===== src/shared/felc_pkg.sv =====
// constants, types and state codes of the flash erase and lock controller
package felc_pkg;

  // ----------------------------------------------------------------
  // array geometry
  // ----------------------------------------------------------------
  localparam int unsigned     ADDR_W        = 16;
  localparam logic [16:0]     ARRAY_BYTES   = 17'h10000;
  localparam int unsigned     PAGE_SHIFT    = 9;
  localparam int unsigned     ROW_SHIFT     = 6;
  localparam int unsigned     PAGE_W        = ADDR_W - PAGE_SHIFT;
  localparam int unsigned     ROW_W         = PAGE_SHIFT - ROW_SHIFT;
  localparam logic [15:0]     HS_BASE       = 16'he000;
  localparam logic [15:0]     OPT_ADDR      = 16'h0000;
  localparam logic [15:0]     OPT_LAST_ADDR = 16'h0001;

  // ----------------------------------------------------------------
  // register file offsets and reset values
  // ----------------------------------------------------------------
  localparam logic [11:0]     REG_CMD_OFS   = 12'hff8;
  localparam logic [11:0]     REG_PAGE_OFS  = 12'hff9;
  localparam logic [11:0]     REG_FREQH_OFS = 12'hffa;
  localparam logic [11:0]     REG_FREQL_OFS = 12'hffb;
  localparam logic [7:0]      CMD_RESET     = 8'h00;
  localparam logic [7:0]      FREQ_RESET    = 8'h00;
  localparam logic [7:0]      READ_ZERO     = 8'h00;

  // ----------------------------------------------------------------
  // command codes
  // ----------------------------------------------------------------
  localparam logic [7:0]      CMD_UNLOCK1   = 8'h73;
  localparam logic [7:0]      CMD_UNLOCK2   = 8'h8c;
  localparam logic [7:0]      CMD_PAGE_ERS  = 8'h95;
  localparam logic [7:0]      CMD_MASS_ERS  = 8'h63;

  // ----------------------------------------------------------------
  // status bit positions
  // ----------------------------------------------------------------
  localparam int unsigned     ST_FIRST      = 0;
  localparam int unsigned     ST_OPEN       = 1;
  localparam int unsigned     ST_BUSY       = 2;
  localparam int unsigned     ST_ERASE      = 3;
  localparam int unsigned     ST_REJECT     = 4;

  // ----------------------------------------------------------------
  // option byte and timing
  // ----------------------------------------------------------------
  localparam logic [7:0]      OPT_ERASED    = 8'hff;
  localparam int unsigned     DUR_W         = 18;
  localparam int unsigned     CYC_W         = 26;
  localparam logic [33:0]     US_PER_MS     = 34'h00000003e8;
  localparam logic [33:0]     CYC_ROUND     = 34'h00000003e7;
  localparam logic [CYC_W-1:0] MIN_CYC      = 26'h0000001;

  typedef enum logic [2:0] {
    LK_LOCKED = 3'b001,
    LK_FIRST  = 3'b010,
    LK_OPEN   = 3'b100
  } felc_lock_t;

  typedef enum logic [3:0] {
    OP_IDLE   = 4'b0001,
    OP_PROG   = 4'b0010,
    OP_PERASE = 4'b0100,
    OP_MERASE = 4'b1000
  } felc_op_t;

  typedef struct packed {
    logic       watchdog_timeout_action;
    logic       watchdog_always_on;
    logic [2:0] rsvd;
    logic       read_protect_option;
    logic       high_sector_protect_option;
    logic       array_protect_option;
  } felc_opt_t;

  typedef struct packed {
    logic              prog;
    logic              page_erase;
    logic              mass_erase;
    logic [ROW_W-1:0]  row;
    logic [ADDR_W-1:0] addr;
    logic [7:0]        wdata;
  } felc_arr_cmd_t;

endpackage


===== src/rtl/felc_ctrl.sv =====
// flash controller: unlock sequence, erase and program sequencing, option decode
`timescale 1ns/10ps
module felc_ctrl
  import felc_pkg::*;
#(
  parameter logic [DUR_W-1:0] PROG_TIME_US   = 18'h00028,
  parameter logic [DUR_W-1:0] PERASE_TIME_US = 18'h02710,
  parameter logic [DUR_W-1:0] MERASE_TIME_US = 18'h30d40
) (
  // clock and reset
  input  wire logic              clk,
  input  wire logic              rst_n,
  // register file port
  input  wire logic [11:0]       reg_addr,
  input  wire logic              reg_wr_en,
  input  wire logic              reg_rd_en,
  input  wire logic [7:0]        reg_wdata,
  output logic      [7:0]        reg_rdata,
  // cpu program writes
  input  wire logic              cpu_prog_valid,
  input  wire logic [ADDR_W-1:0] cpu_prog_addr,
  input  wire logic [7:0]        cpu_prog_data,
  output logic                   cpu_prog_ready,
  // flash array side
  input  wire logic [7:0]        opt_byte,
  output felc_arr_cmd_t          arr_cmd,
  // watchdog
  input  wire logic              wdt_timeout,
  input  wire logic              wdt_start_insn,
  input  wire logic              stop_recovery,
  output logic                   wdt_short_reset,
  output logic                   wdt_irq,
  output logic                   wdt_run,
  // debugger and option outputs
  output logic                   dbg_code_read_en,
  output felc_opt_t              opt_q
);

  // ----------------------------------------------------------------
  // declarations
  // ----------------------------------------------------------------
  felc_lock_t        lock_q;
  felc_op_t          op_q;
  felc_arr_cmd_t     arr_q;
  logic              opt_loaded_q;
  logic [PAGE_W-1:0] page_q;
  logic [7:0]        freq_hi_q;
  logic [7:0]        freq_lo_q;
  logic [7:0]        rdata_q;
  logic              reject_q;
  logic              wdt_run_q;
  logic              wdt_rst_q;
  logic              wdt_irq_q;
  logic              dbg_en_q;
  logic              idle;
  logic              cmd_wr;
  logic              pe_cmd;
  logic              me_cmd;
  logic              prog_take;
  logic              start_prog;
  logic              start_pe;
  logic              start_me;
  logic              refused;
  logic              tmr_done;
  logic [DUR_W-1:0]  dur_sel;
  logic [ADDR_W-1:0] page_addr;
  logic [7:0]        status;

  // a write is refused where the option bits protect its target
  function automatic logic addr_blocked(input logic [ADDR_W-1:0] a, input felc_opt_t o);
    return !o.array_protect_option || ((a >= HS_BASE) && !o.high_sector_protect_option);
  endfunction

  // ----------------------------------------------------------------
  // option byte capture
  // ----------------------------------------------------------------
  // defaults until loaded
  always_ff @(posedge clk or negedge rst_n) begin
    if (!rst_n) begin
      opt_loaded_q <= 1'b0;
    end else begin
      opt_loaded_q <= 1'b1;
    end
  end

  // option bits sampled
  // reloaded only after reset, so reprogramming takes effect next reset
  always_ff @(posedge clk or negedge rst_n) begin
    if (!rst_n) begin
      opt_q <= felc_opt_t'(OPT_ERASED);
    end else if (!opt_loaded_q) begin
      opt_q <= felc_opt_t'(opt_byte);
    end
  end

  // ----------------------------------------------------------------
  // decode of register writes
  // ----------------------------------------------------------------
  assign idle       = (op_q == OP_IDLE);
  assign cmd_wr     = reg_wr_en && (reg_addr == REG_CMD_OFS) && idle;
  assign page_addr  = {page_q, {PAGE_SHIFT{1'b0}}};
  assign pe_cmd     = cmd_wr && (lock_q == LK_OPEN) && (reg_wdata == CMD_PAGE_ERS);
  assign me_cmd     = cmd_wr && (lock_q == LK_OPEN) && (reg_wdata == CMD_MASS_ERS);
  assign start_pe   = pe_cmd && !addr_blocked(page_addr, opt_q);
  assign start_me   = me_cmd && opt_q.array_protect_option && opt_q.high_sector_protect_option;
  assign prog_take  = cpu_prog_valid && cpu_prog_ready;
  assign start_prog = prog_take && (lock_q == LK_OPEN) && !addr_blocked(cpu_prog_addr, opt_q);
  assign refused    = (pe_cmd && !start_pe) || (me_cmd && !start_me) ||
                      (prog_take && !start_prog);
  assign cpu_prog_ready = idle && !pe_cmd && !me_cmd;

  // ----------------------------------------------------------------
  // lock sequence
  // ----------------------------------------------------------------
  always_ff @(posedge clk or negedge rst_n) begin
    if (!rst_n) begin
      lock_q <= LK_LOCKED;
    end else if (cmd_wr) begin
      unique case (lock_q)
        LK_LOCKED: lock_q <= (reg_wdata == CMD_UNLOCK1) ? LK_FIRST : LK_LOCKED;
        LK_FIRST:  lock_q <= (reg_wdata == CMD_UNLOCK2) ? LK_OPEN : LK_LOCKED;
        // third command consumes the unlock, valid or not
        LK_OPEN:   lock_q <= LK_LOCKED;
        default:   lock_q <= LK_LOCKED;
      endcase
    end
  end

  // ----------------------------------------------------------------
  // user registers
  // ----------------------------------------------------------------
  // frequency bytes
  // held while busy so the running pulse keeps its length
  always_ff @(posedge clk or negedge rst_n) begin
    if (!rst_n) begin
      freq_hi_q <= FREQ_RESET;
      freq_lo_q <= FREQ_RESET;
      page_q    <= '0;
    end else if (reg_wr_en && idle) begin
      if (reg_addr == REG_FREQH_OFS) begin
        freq_hi_q <= reg_wdata;
      end
      if (reg_addr == REG_FREQL_OFS) begin
        freq_lo_q <= reg_wdata;
      end
      if (reg_addr == REG_PAGE_OFS) begin
        page_q <= reg_wdata[PAGE_W-1:0];
      end
    end
  end

  // sticky refusal flag; a new refusal beats the read that clears it
  always_ff @(posedge clk or negedge rst_n) begin
    if (!rst_n) begin
      reject_q <= 1'b0;
    end else if (refused) begin
      reject_q <= 1'b1;
    end else if (reg_rd_en && (reg_addr == REG_CMD_OFS)) begin
      reject_q <= 1'b0;
    end
  end

  always_comb begin
    status            = READ_ZERO;
    status[ST_FIRST]  = (lock_q == LK_FIRST);
    status[ST_OPEN]   = (lock_q == LK_OPEN);
    status[ST_BUSY]   = !idle;
    status[ST_ERASE]  = (op_q == OP_PERASE) || (op_q == OP_MERASE);
    status[ST_REJECT] = reject_q;
  end

  always_ff @(posedge clk or negedge rst_n) begin
    if (!rst_n) begin
      rdata_q <= READ_ZERO;
    end else if (reg_rd_en) begin
      unique case (reg_addr)
        REG_CMD_OFS:   rdata_q <= status;
        REG_PAGE_OFS:  rdata_q <= 8'(page_q);
        REG_FREQH_OFS: rdata_q <= freq_hi_q;
        REG_FREQL_OFS: rdata_q <= freq_lo_q;
        default:       rdata_q <= READ_ZERO;
      endcase
    end
  end

  assign reg_rdata = rdata_q;

  // ----------------------------------------------------------------
  // operation sequencer
  // ----------------------------------------------------------------
  assign dur_sel = start_me ? MERASE_TIME_US : (start_pe ? PERASE_TIME_US : PROG_TIME_US);

  felc_timer u_timer (
    .clk    (clk),
    .rst_n  (rst_n),
    .start  (start_prog || start_pe || start_me),
    .khz    ({freq_hi_q, freq_lo_q}),
    .dur_us (dur_sel),
    .busy   (),
    .done   (tmr_done)
  );

  always_ff @(posedge clk or negedge rst_n) begin
    if (!rst_n) begin
      op_q <= OP_IDLE;
    end else begin
      unique case (op_q)
        OP_IDLE: begin
          if (start_prog) begin
            op_q <= OP_PROG;
          end else if (start_pe) begin
            op_q <= OP_PERASE;
          end else if (start_me) begin
            op_q <= OP_MERASE;
          end
        end
        OP_PROG, OP_PERASE, OP_MERASE: begin
          if (tmr_done) begin
            op_q <= OP_IDLE;
          end
        end
        default: op_q <= OP_IDLE;
      endcase
    end
  end

  always_ff @(posedge clk or negedge rst_n) begin
    if (!rst_n) begin
      arr_q <= '0;
    end else if (start_prog) begin
      arr_q.prog  <= 1'b1;
      arr_q.addr  <= cpu_prog_addr;
      arr_q.row   <= cpu_prog_addr[PAGE_SHIFT-1:ROW_SHIFT];
      arr_q.wdata <= cpu_prog_data;
    end else if (start_pe) begin
      arr_q.page_erase <= 1'b1;
      arr_q.addr       <= page_addr;
      arr_q.row        <= '0;
    end else if (start_me) begin
      arr_q.mass_erase <= 1'b1;
      arr_q.addr       <= OPT_ADDR;
      arr_q.row        <= '0;
    end else if (tmr_done) begin
      arr_q.prog       <= 1'b0;
      arr_q.page_erase <= 1'b0;
      arr_q.mass_erase <= 1'b0;
    end
  end

  assign arr_cmd = arr_q;

  // ----------------------------------------------------------------
  // watchdog and debugger options
  // ----------------------------------------------------------------
  // always-on or instruction
  always_ff @(posedge clk or negedge rst_n) begin
    if (!rst_n) begin
      wdt_run_q <= 1'b0;
    end else if (!opt_q.watchdog_always_on) begin
      wdt_run_q <= 1'b1;
    end else if (stop_recovery) begin
      wdt_run_q <= 1'b0;
    end else if (wdt_start_insn) begin
      wdt_run_q <= 1'b1;
    end
  end

  always_ff @(posedge clk or negedge rst_n) begin
    if (!rst_n) begin
      wdt_rst_q <= 1'b0;
      wdt_irq_q <= 1'b0;
    end else begin
      wdt_rst_q <= wdt_timeout && opt_q.watchdog_timeout_action;
      wdt_irq_q <= wdt_timeout && !opt_q.watchdog_timeout_action;
    end
  end

  always_ff @(posedge clk or negedge rst_n) begin
    if (!rst_n) begin
      dbg_en_q <= 1'b0;
    end else begin
      dbg_en_q <= opt_loaded_q && opt_q.read_protect_option;
    end
  end

  assign wdt_run          = wdt_run_q;
  assign wdt_short_reset  = wdt_rst_q;
  assign wdt_irq          = wdt_irq_q;
  assign dbg_code_read_en = dbg_en_q;

  // ----------------------------------------------------------------
  // checks
  // ----------------------------------------------------------------
  // second code opens
  unlock_second_a: assert property (@(posedge clk) disable iff (!rst_n)
    (cmd_wr && lock_q == LK_FIRST && reg_wdata == CMD_UNLOCK2) |=> lock_q == LK_OPEN)
    else $error("second unlock code did not open");

  unlock_only_a: assert property (@(posedge clk) disable iff (!rst_n)
    (lock_q == LK_OPEN && $past(lock_q) != LK_OPEN) |->
      ($past(cmd_wr) && $past(reg_wdata) == CMD_UNLOCK2 && $past(lock_q) == LK_FIRST))
    else $error("opened without unlock pair");

  bad_code_a: assert property (@(posedge clk) disable iff (!rst_n)
    (cmd_wr && lock_q != LK_LOCKED && !pe_cmd && !me_cmd &&
     !(lock_q == LK_FIRST && reg_wdata == CMD_UNLOCK2)) |=> lock_q == LK_LOCKED)
    else $error("unexpected command did not relock");

  page_erase_a: assert property (@(posedge clk) disable iff (!rst_n)
    start_pe |=> (op_q == OP_PERASE) && arr_cmd.page_erase && arr_cmd.addr == $past(page_addr))
    else $error("page erase did not start");

  mass_erase_a: assert property (@(posedge clk) disable iff (!rst_n)
    start_me |=> (op_q == OP_MERASE) && arr_cmd.mass_erase && !arr_cmd.page_erase)
    else $error("mass erase did not start");

  locked_idle_a: assert property (@(posedge clk) disable iff (!rst_n)
    (idle && lock_q != LK_OPEN) |=> idle)
    else $error("operation started while locked");

  page_align_a: assert property (@(posedge clk) disable iff (!rst_n)
    arr_cmd.page_erase |-> arr_cmd.addr[PAGE_SHIFT-1:0] == '0)
    else $error("page erase address not page aligned");

  sector_guard_a: assert property (@(posedge clk) disable iff (!rst_n)
    (arr_cmd.prog && arr_cmd.addr >= HS_BASE) |-> opt_q.high_sector_protect_option)
    else $error("protected high sector programmed");

  wdt_action_a: assert property (@(posedge clk) disable iff (!rst_n)
    wdt_timeout |=> (wdt_short_reset == $past(opt_q.watchdog_timeout_action)) &&
                    (wdt_irq != wdt_short_reset))
    else $error("watchdog timeout action wrong");

  wdt_always_a: assert property (@(posedge clk) disable iff (!rst_n)
    (opt_loaded_q && !opt_q.watchdog_always_on) |=> ##1 wdt_run)
    else $error("always-on watchdog not running");

  dbg_gate_a: assert property (@(posedge clk) disable iff (!rst_n)
    opt_loaded_q |=> dbg_code_read_en == $past(opt_q.read_protect_option))
    else $error("debugger read gate wrong");

  page_erase_c: cover property (@(posedge clk) disable iff (!rst_n) start_pe ##[1:300] tmr_done);
  mass_erase_c: cover property (@(posedge clk) disable iff (!rst_n) start_me);
  prog_byte_c:  cover property (@(posedge clk) disable iff (!rst_n) start_prog);
  relock_c:     cover property (@(posedge clk) disable iff (!rst_n)
    (lock_q == LK_FIRST) ##1 (lock_q == LK_LOCKED));

endmodule // felc_ctrl


===== src/rtl/felc_timer.sv =====
// pulse timer scaling a duration in microseconds by the kHz clock value
`timescale 1ns/10ps
module felc_timer
  import felc_pkg::*;
(
  // clock and reset
  input  wire logic             clk,
  input  wire logic             rst_n,
  // control
  input  wire logic             start,
  input  wire logic [15:0]      khz,
  input  wire logic [DUR_W-1:0] dur_us,
  // status
  output logic                  busy,
  output logic                  done
);

  // ----------------------------------------------------------------
  // cycle count from time
  // ----------------------------------------------------------------
  logic [33:0]      prod;
  logic [33:0]      cyc;
  logic [CYC_W-1:0] target;
  logic [CYC_W-1:0] cnt_q;

  assign prod   = 34'(khz) * 34'(dur_us);
  // least time, so round up; never below one cycle
  assign cyc    = (prod + CYC_ROUND) / US_PER_MS;
  assign target = (cyc[CYC_W-1:0] == '0) ? MIN_CYC : cyc[CYC_W-1:0];

  always_ff @(posedge clk or negedge rst_n) begin
    if (!rst_n) begin
      cnt_q <= '0;
    end else if (start) begin
      cnt_q <= target;
    end else if (cnt_q != '0) begin
      cnt_q <= cnt_q - MIN_CYC;
    end
  end

  always_ff @(posedge clk or negedge rst_n) begin
    if (!rst_n) begin
      done <= 1'b0;
    end else begin
      done <= (cnt_q == MIN_CYC) && !start;
    end
  end

  assign busy = (cnt_q != '0);

  // ----------------------------------------------------------------
  // checks
  // ----------------------------------------------------------------
  // count then done
  timer_done_a: assert property (@(posedge clk) disable iff (!rst_n)
    (busy && cnt_q == MIN_CYC && !start) |=> done && !busy)
    else $error("timer did not finish after last count");

endmodule // felc_timer


===== config.mk =====
export PLATFORM = sky130hd
export DESIGN_NAME = felc_ctrl
export DESIGN_NICKNAME = d
export VERILOG_FILES = /design/src/shared/felc_pkg.sv /design/src/rtl/felc_ctrl.sv /design/src/rtl/felc_timer.sv
export SDC_FILE = /design/constraint.sdc
export NUM_CORES = 1
export LEC_CHECK = 0
export ABC_AREA = 0
export BUFFER_PORTS_ARGS = -buffer_cell sky130_fd_sc_hd__buf_2
export CAP_MARGIN = 20
export CORE_UTILIZATION = 60
export CTS_BUF_LIST = sky130_fd_sc_hd__clkbuf_16
export DETAILED_ROUTE_END_ITERATION = 10
export PLACE_DENSITY = 0.86
export SLEW_MARGIN = 15
export SYNTH_ARGS = -nofsm -noshare
export SYNTH_HDL_FRONTEND = slang
export SYNTH_HIERARCHICAL = 1
export SYNTH_SLANG_ARGS = --single-unit
export TNS_END_PERCENT = 10

===== constraint.sdc =====
create_clock -name clk -period 40.9 [get_ports clk]
set_input_delay 0 -clock clk [delete_from_list [all_inputs] [get_ports clk]]
set_output_delay 0 -clock clk [all_outputs]
set_load 0.01 [all_outputs]

# Yosys cells after proc, flatten, opt, wreduce, memory -nomap -nowiden
# Index checks and enable logic that the tools add are counted.
# classes
addsub	2
multipliers	1
div_mod_pow	1
magnitude_cmp	2
n_eq_ne	22
mux	28
n_bitwise	2
reduce_logical	59
# ops
cell	count
$mux W26	3
$mux W19	3
$eq A12 B12 Y1 const B	4
$add A34 B10 Y34 const B	1
$div A34 B10 Y34 const B	1
$mul A16 B18 Y34	1
$ge A16 B16 Y1 const B	2
$pmux W8 S4	1
$eq A26 B1 Y1 const B	1
$logic_not A26 Y1	1
$reduce_bool A26 Y1	1
$sub A26 B1 Y26 const B	1
$logic_and A1 B1 Y1	24
$mux W18	1
$eq A8 B7 Y1 const B	2
$eq A8 B8 Y1 const B	2
$mux W4	4
$mux W14	1
$logic_not A1 Y1	12
$reduce_bool A2 Y1	5
$mux W1	9
$reduce_and A3 Y1	3
$pmux W4 S2	1
$reduce_and A2 Y1	4
other kinds (18)	29
# totals
ff_bits	109
out_inout_bits	51
word_cells	143

# Logic depth before layout (Yosys ltp)
# Gate-level depths: netlist of run 1.
# depth
word_depth	15
depth_mapped	95
ltp_nobuf	79

# Cells and area by module
# Netlist of run 1, hierarchy kept.
# modules_own_cells
mod	instances	cells_per_inst	area_per_inst_um2	seq_area_each_um2
felc_timer	1	2440	19107.1	675.6
felc_ctrl	1	301	3753.6	1989.4

# Worst setup path after synthesis of run 1
# No wires, ideal clock.
# synth_timing
path_kind	register to register
start	register op_q[0]
end	register u_timer.cnt_q[0]
setup_time_ps	141
arrival_ps	22317
required_time_ps	40759
slack_ps	18442
path_stages_with_launch	82
n_path_buf	6
synth_period_minus_slack_ps	22458
path_cell_list	dfstp_2 -> nor4b_4 -> and3_2 -> and4_1 -> clkbuf_1 -> and2_1 -> fa_1 -> fa_1 -> inv_1 -> fa_1 -> fa_1 -> inv_1 -> fa_1 -> inv_1 -> fa_1 -> inv_1 -> ha_1 -> buf_2 -> [... 46 more ...] -> buf_6 -> nor4_2 -> o2111a_2 -> a211oi_1 -> or4_1 -> a311oi_1 -> o32ai_1 -> a211oi_2 -> a21o_1 -> mux2_2 -> xnor2_1 -> mux2_2 -> o21a_1 -> a31oi_1 -> o211ai_1 -> a211o_1 -> a32oi_1 -> o221ai_1
# synth_between
elab_chain_cells	13
elab_cells_between_ends	26
classes_between	add/sub (1); mul (1); div (1); eq/ne (1); mux (4); reduce/logical (18)
# synth_rtl
element	line	text
from (decl)	felc_ctrl.sv:43	felc_op_t op_q;
from (signal assigned)	felc_ctrl.sv:205	op_q <= OP_IDLE;
from (signal assigned)	felc_ctrl.sv:210	op_q <= OP_PROG;
from (signal assigned)	felc_ctrl.sv:212	op_q <= OP_PERASE;
$eq A4 B1 Y1 (*)	felc_ctrl.sv:99	assign idle = (op_q == OP_IDLE);
$logic_and A1 B1 Y1 (*)	felc_ctrl.sv:100	assign cmd_wr = reg_wr_en && (reg_addr == REG_CMD_OFS) && idle;
$logic_and A1 B1 Y1 (*) (2 in a row)	felc_ctrl.sv:103	assign me_cmd = cmd_wr && (lock_q == LK_OPEN) && (reg_wdata == CMD_MASS_ERS);
$logic_and A1 B1 Y1 (*) (2 in a row)	felc_ctrl.sv:105	assign start_me = me_cmd && opt_q.array_protect_option && opt_q.high_sector_protect_option;
$mux W18 (*)	felc_ctrl.sv:191	assign dur_sel = start_me ? MERASE_TIME_US : (start_pe ? PERASE_TIME_US : PROG_TIME_US);
net dur_sel[11]	felc_ctrl.sv:65	logic [DUR_W-1:0] dur_sel;
$mul A16 B18 Y34 (*)	felc_timer.sv:26	assign prod = 34'(khz) * 34'(dur_us);
$add A34 B10 Y34 (*)	felc_timer.sv:28	assign cyc = (prod + CYC_ROUND) / US_PER_MS;
$div A34 B10 Y34 (*)	felc_timer.sv:28	
$logic_not A26 Y1	felc_timer.sv:29	assign target = (cyc[CYC_W-1:0] == '0) ? MIN_CYC : cyc[CYC_W-1:0];
$mux W26 (*)	felc_timer.sv:29	
$mux W26 (*)	felc_timer.sv:34	end else if (start) begin
to (signal assigned)	felc_timer.sv:35	cnt_q <= target;
to (signal assigned)	felc_timer.sv:37	cnt_q <= cnt_q - MIN_CYC;
to (decl)	felc_timer.sv:24	logic [CYC_W-1:0] cnt_q;
# The timed path passes the listed nets; every way through them passes the cells marked *.
# A chain may end at the register's enable or synchronous reset.

# Worst setup path after layout of run 1
# layout_timing
start	register op_q[0]
end	register u_timer.cnt_q[0]
# layout_between
elab_chain_cells	13
elab_cells_between_ends	26
classes_between	add/sub (1); mul (1); div (1); eq/ne (1); mux (4); reduce/logical (18)
# layout_rtl
element	line
$eq A4 B1 Y1 (*)	felc_ctrl.sv:99
$logic_and A1 B1 Y1 (*)	felc_ctrl.sv:100
$logic_and A1 B1 Y1 (*)	felc_ctrl.sv:102, felc_ctrl.sv:103
$logic_and A1 B1 Y1, on equally long branches	felc_ctrl.sv:102, felc_ctrl.sv:103
$logic_and A1 B1 Y1, on equally long branches	felc_ctrl.sv:104, felc_ctrl.sv:105
$mux W14 / $logic_and A1 B1 Y1 (equally long branches)	felc_ctrl.sv:191, felc_ctrl.sv:105
$mux W18 (*)	felc_ctrl.sv:191
net dur_sel[10]	felc_ctrl.sv:65
$mul A16 B18 Y34 (*)	felc_timer.sv:26
$add A34 B10 Y34 (*)	felc_timer.sv:28
$div A34 B10 Y34 (*)	felc_timer.sv:28
$logic_not A26 Y1	felc_timer.sv:29
$mux W26 (*)	felc_timer.sv:29
$mux W26 (*)	felc_timer.sv:34
# Marks and branches as above.

==> impl_metrics.yaml, run 1 <==
sta:
  fin_crit_ps: 27650
  finalClockSkew_ps: 23.3
  finalSetupTns_ps: 0
  slew_headroom_pct: 30.2
  setup_viol: 0
  rsz0062_at_grt: "false"
  period_share_pct: 67.6
  slew_violations: 0
  max_freq_mhz: 36.2
  worst_pin_slew_ps: 1040
  hold_viol: 0
  worst_slack_ps: 13250
cells_and_area:
  post-route-util_pct: 65.2
  nNetsFinal: 3245
  drive_above_1_share_pct: 12.0
  antennaDiodeCount: 0
  syn_to_final_growth_pct: 7.10
clock_network:
  clkLatencyLatePin_ps: 380
  cts_sinks: 106
  cts_tree: "built"
  clock-root-buffer: "clkbuf_16"
  htreeDepth: 3
  cts_buffers: 9
  cts_resized: 0
  clock_path_buffers: 2
  clkTransAtPathRegs_ps: 90
drt:
  post_drt_wl_per_cell_um: 19.8
  via_per_inst: 6.55
  drt_iter0_drc: 2039
  post-route-drc-count: 0
  dr.pass1.iters: 5
  vias: 22000
  antenna_left: 0
  drt_wl_total_um: 66700
job:
  drv_cap: 0
critical_path:
  worstSetupEndpointType: "register"
  crit_fanout: 42
  crit_arrival_ps: 27890
  r2r-end: "u_timer/cnt_q[0]"
  startpoint_type: "register"
  slowest_delay_ps: 760
  worst-r2r-cell-count: 79
  cpMaxStageDelayCell: "o311ai_1"
  reg2reg_slack_ps: 13250
  r2r-start: "op_q[0]"
  path_class: "register to register"
  cp.required_ps: 41130
  crit_top_cell: "fa_1"
die:
  floorplan.initialDensity_pct: 60.8
  fp.dieH_um: 197
  die-area_sq_um: 38900
  die_w_um: 197
  fp.coreArea_sq_um: 37600
  rows: 71
  ioPinCount: 111
min_path:
  holdPathEnd: "reg_rdata[1]"
  worstHoldStart: "reg_addr[2]"
  holdPathStages: 4
  min_path_type: "input pin to register"
place:
  io_buffers: 110
  place_ws_ps: 14020
  hpwl_um: 48500
  gp_congestion: 0.979
pwr:
  p_total_mw: 0.270
  combinationalPowerShare_pct: 25.1
  p_leak_nw: 11.3
  switching_share_pct: 35.0
  intPower_mw: 0.175
  p_switching_mw: 0.0944
  clock_power_share_pct: 34.7
  powerDensity_nw_per_um2: 11.0
  ir_drop_mv: 0.0188
  share_seq_of_total_power_pct: 40.2
yosys:
  synthesis.area_sq_um: 22900
  synth_top_area_cell: "fa_1"
  syn_avg_cell_area_sq_um: 8.34
  synth_top_area_share_pct: 20.1
  yosysUniqueCellTypes: 139
  ys_seq_area_share_pct: 11.7
  synth_edf_count: 0
  ys.warnings.count: 6
  synth_area_leaders: "fa_1 (20%), dfrtp_1 (11%), ha_1 (6.2%)"
  synth_ff_type: "dfrtp_1"
  postSynthCellCount: 2741
  synth_common_cells: "nand2_1 (324), inv_1 (300), fa_1 (229)"
  synth-seq-cells: 106
  yosysMostFrequentCell: "nand2_1"
  synthArstFlopShare_pct: 100
global_routing:
  grt_overflow: 0
  track_usage_pct: 34.7
  grt_pass1_vias: 22100
  grt_max_degree: 68
  grt_pass1_wl_um: 110000
  antenna_found_initial: 0
status:
  status: "complete, no violations"
## per-stage QoR
stage	hold slack (ps)	std cells	area (sq um)
global placement	-17.7	3299	23700
CTS	9.04	3359	24500
floorplan	-296	2789	23000
detailed placement	-1.01	3299	23700
global route	28.7	3359	24500
finish	8.03	3359	24500
## power by group through the flow
stage | registers, mW | clock network, mW | logic [mW]
floorplan | 0.110 | 0 | 0.0441
global placement | 0.110 | 0 | 0.0593
detailed placement | 0.110 | 0 | 0.0610
CTS | 0.108 | 0.0926 | 0.0646
global route | 0.108 | 0.0968 | 0.0730
finish | 0.108 | 0.0936 | 0.0677
## cell families (layout without fill, tap and decap cells)
group	count (synthesis)	count (layout)	share of synthesized area, %
xor gates and xnor gates	127	127	5.16
DFF	106	106	11.7
AOI/OAI and AO/OA	675	675	22.6
other	2	50	0.0329
muxes	89	89	4.65
adders and majority gates	345	345	26.4
and+or+nand+nor	971	971	21.9
buffers and inverters	426	485	7.54
## worst max path at each step
stage	from	to	slack [ps]	depth (start not counted)
floorplan	op_q[0]	u_timer/cnt_q[0]	18440	81
global placement	op_q[0]	u_timer/cnt_q[0]	14910	77
detailed placement	op_q[0]	u_timer/cnt_q[0]	14020	77
CTS	op_q[0]	u_timer/cnt_q[0]	13960	77
global route	op_q[0]	u_timer/cnt_q[0]	11690	77
finish	op_q[0]	u_timer/cnt_q[0]	13250	79
## final cells by class
class | count | area [sq um]
Clock buffer | 9 | 225
Clock inverter | 7 | 73.8
Fill cell | 2999 | 13100
Inverter | 303 | 1140
Multi-Input combinational cell | 2257 | 18700
Sequential cell | 106 | 2670
Tap cell | 511 | 639
Timing Repair Buffer | 166 | 1080
## timing repair
action,CTS,global route
hold buffers,44,0
endpoints found under the hold margin,95,0
buffers inserted,0,0
## state kept, by name, indices dropped and copies added, names as in the netlist
signal	flops
wdt_run	1
opt_loaded_q	1
freq_hi_q	8
u_timer/cnt_q	26
wdt_short_reset	1
reg_rdata	8
page_q	7
wdt_irq	1
reject_q	1
op_q	4
dbg_code_read_en	1
arr_cmd	27
lock_q	3
freq_lo_q	8
u_timer/done	1
opt_q	8
## layer usage
metal	part of all wire [%]	global-route usage, %	up-vias	wire [um]
met5	0	0	-	0
met4	4.6	16.3	0	3060
met3	7.9	4.76	292	5250
met2	49	59.8	1234	32500
met1	39	43.0	10700	25900
li1	-	-	9833	-
## cells in the final DEF (no fill, tap or decap), types with 50 or more instances in the layout
cell / n
nand2_1: 324
inv_1: 301
fa_1: 229
and2_1: 156
nor2_1: 137
a21oi_1: 118
ha_1: 113
buf_2: 109
dfrtp_1: 96
o21ai_0: 87
xnor2_1: 85
nand3_1: 76
nor3_1: 72
conb_1: 50
## worst max-delay path: cells and delay by family (launching register included)
family / cells / cell delay [ps]
buffers and inverters: 7 / 1160
muxes: 7 / 3030
DFF: 1 / 640
xor gates and xnor gates: 4 / 940
adders and majority gates: 7 / 3590
AOI/OAI and AO/OA: 33 / 11540
and+or+nand+nor: 21 / 6560
Power figures use the tool's default switching activity.
==> inputs of run 2 (changes only) <==
--- a/config.mk
+++ b/config.mk
@@ -8,10 +8,10 @@
 export ABC_AREA = 0
 export BUFFER_PORTS_ARGS = -buffer_cell sky130_fd_sc_hd__buf_2
 export CAP_MARGIN = 20
-export CORE_UTILIZATION = 60
+export CORE_UTILIZATION = 59
 export CTS_BUF_LIST = sky130_fd_sc_hd__clkbuf_16
 export DETAILED_ROUTE_END_ITERATION = 10
-export PLACE_DENSITY = 0.86
+export PLACE_DENSITY = 0.88
 export SLEW_MARGIN = 15
 export SYNTH_ARGS = -nofsm -noshare
 export SYNTH_HDL_FRONTEND = slang
==> constraint.sdc (replaced) <==
create_clock -name clk -period 25.2 [get_ports clk]
set_input_delay 0 -clock clk [delete_from_list [all_inputs] [get_ports clk]]
set_output_delay 0 -clock clk [all_outputs]
set_load 0.01 [all_outputs]
==> run 2 against run 1 <==
Against the previous run:
- critical path depth up 1
- count of clock-buffer cells in the layout stayed put
- via count rose by 4.7%
- setup slack worse by 12000 ps
- largest cell class unchanged
- clock skew down 3.4 ps
- non-clock buffer count rose by 53
- sequential share of layout area is 0.41 points lower
==> impl_metrics.yaml, run 2 (synthesis gave the netlist of run 1 again) <==
die:
  die-area_sq_um: 39500
  fp.coreArea_sq_um: 37900
  die_w_um: 199
  floorplan.initialDensity_pct: 60.3
  ioPinCount: 111
  fp.dieH_um: 199
  rows: 71
place:
  gp_congestion: 0.966
  io_buffers: 110
  hpwl_um: 49700
sta:
  whs_ps: 42.7
  slew_violations: 0
  period_share_pct: 96.7
  finalClockSkew_ps: 19.9
  setup_viol: 0
  finalSetupTns_ps: 0
  max_freq_mhz: 41.0
  fin_crit_ps: 24360
  hold_viol: 0
  worst_pin_slew_ps: 1200
  slew_headroom_pct: 19.2
cells_and_area:
  layout_common_cells: "nand2_1 (322), inv_1 (300), fa_1 (227)"
  nNetsFinal: 3299
  multi_input_area_sq_um: 19100
  n_fill_cell: 2787
  layout_commonest_cell: "nand2_1"
  drive_above_1_share_pct: 15.9
  syn_to_final_growth_pct: 11.3
  post-route-util_pct: 67.1
  final-seq-area_sq_um: 2670
  largest_reg_flops: 27
drt:
  vias: 23000
  antenna_left: 0
  post-route-drc-count: 0
  via_per_inst: 6.75
  post_drt_wl_per_cell_um: 21.6
  drt_wl_total_um: 73700
  dr.pass1.iters: 6
  drt_iter0_drc: 2754
critical_path:
  path_class: "register to register"
  crit_fanout: 29
  cp.required_ps: 25450
  worstSetupEndpointType: "register"
  crit_arrival_ps: 24610
  crit_top_cell: "fa_1"
  startpoint_type: "register"
  cpMaxStageDelayCell: "o21ai_1"
  slowest_delay_ps: 650
clock_network:
  cts_buffers: 9
  cts_tree: "built"
  cts_sinks: 106
  clock_path_buffers: 2
  clkLatencyLatePin_ps: 390
  clkTransAtPathRegs_ps: 100
  clock-root-buffer: "clkbuf_16"
  htreeDepth: 3
status:
  status: "complete, no violations"
pwr:
  intPower_mw: 0.291
  clock_power_share_pct: 35.1
  p_total_mw: 0.457
  share_seq_of_total_power_pct: 38.6
  p_leak_nw: 11.7
  ir_drop_mv: 0.0302
  combinationalPowerShare_pct: 26.4
  p_switching_mw: 0.166
  powerDensity_nw_per_um2: 18.0
  switching_share_pct: 36.4
job:
  drv_cap: 0
global_routing:
  grt_max_degree: 76
  grt_pass1_vias: 22800
  grt_pass1_wl_um: 116000
  antenna_found_initial: 3
  track_usage_pct: 36.7
  grt_overflow: 0
min_path:
  min_path_type: "input pin to register"
==> run 2: critical path: cells and delay by family (launching register included) <==
kind / cells / cell delay [ps]
AO/OA/AOI/OAI: 36 / 9590
XOR/XNOR: 2 / 660
adder cells (fa/ha/maj): 7 / 3300
buffers and inverters: 9 / 1410
flip-flops: 1 / 610
multiplexers: 5 / 1990
AND/OR/NAND/NOR: 21 / 6560
==> run 2: cell type report <==
class | count | share of cell area [%]
Tap cell | 511 | 2.51
Multi-Input combinational cell | 2258 | 75.3
Sequential cell | 106 | 10.5
Inverter | 303 | 4.47
Timing Repair Buffer | 219 | 6.02
Clock buffer | 9 | 0.885
Clock inverter | 7 | 0.339
Antenna cell | 2 | 0.0197
==> run 2: path summary, 6_finish.rpt <==
kind                           startpoint          endpoint  slack, ps  depth (start not counted)
min reg2reg                     lock_q[0]         lock_q[0]        510                          2
min in group asynchronous           rst_n       arr_cmd[21]        110                          2
max                               op_q[0]  u_timer/cnt_q[0]        840                         80
max reg2reg                       op_q[0]  u_timer/cnt_q[0]        840                         80
min                        cpu_prog_valid          reject_q         40                          3
max in group asynchronous           rst_n          opt_q[0]      23980                          4
==> run 2: routing by layer <==
layer / vias to the layer above / share of wire (%) / GRT usage, %
li1: 9933 / - / -
met1: 11000 / 37 / 45.3
met2: 1676 / 47 / 60.5
met3: 437 / 9.8 / 7.21
met4: 0 / 6.1 / 20.1
met5: - / 0 / 0
==> run 2: through the flow <==
step	setup slack [ps]	cell area, sq um	std cells
floorplan	2740	23000	2789
global placement	721	23900	3320
detailed placement	0.711	23900	3320
CTS	20.6	24700	3380
global route	-162	25400	3414
finish	835	25400	3415
==> run 2: power by group through the flow <==
stage,clock network (mW),registers (mW),logic (mW)
final,0.160,0.176,0.120
after global routing,0.166,0.176,0.129
after CTS,0.155,0.175,0.107
after detailed placement,0,0.179,0.101
after global placement,0,0.178,0.0982
after floorplan,0,0.179,0.0716
==> run 2: timing repair <==
action / in CTS / in global routing
setup buffers: 0 / 30
pin swaps: 0 / 18
gates resized for setup: 2 / 102
endpoints found under the setup margin: 1 / 5
cloned: 0 / 1
hold endpoints to repair: 88 / 1
hold buffers: 44 / 1
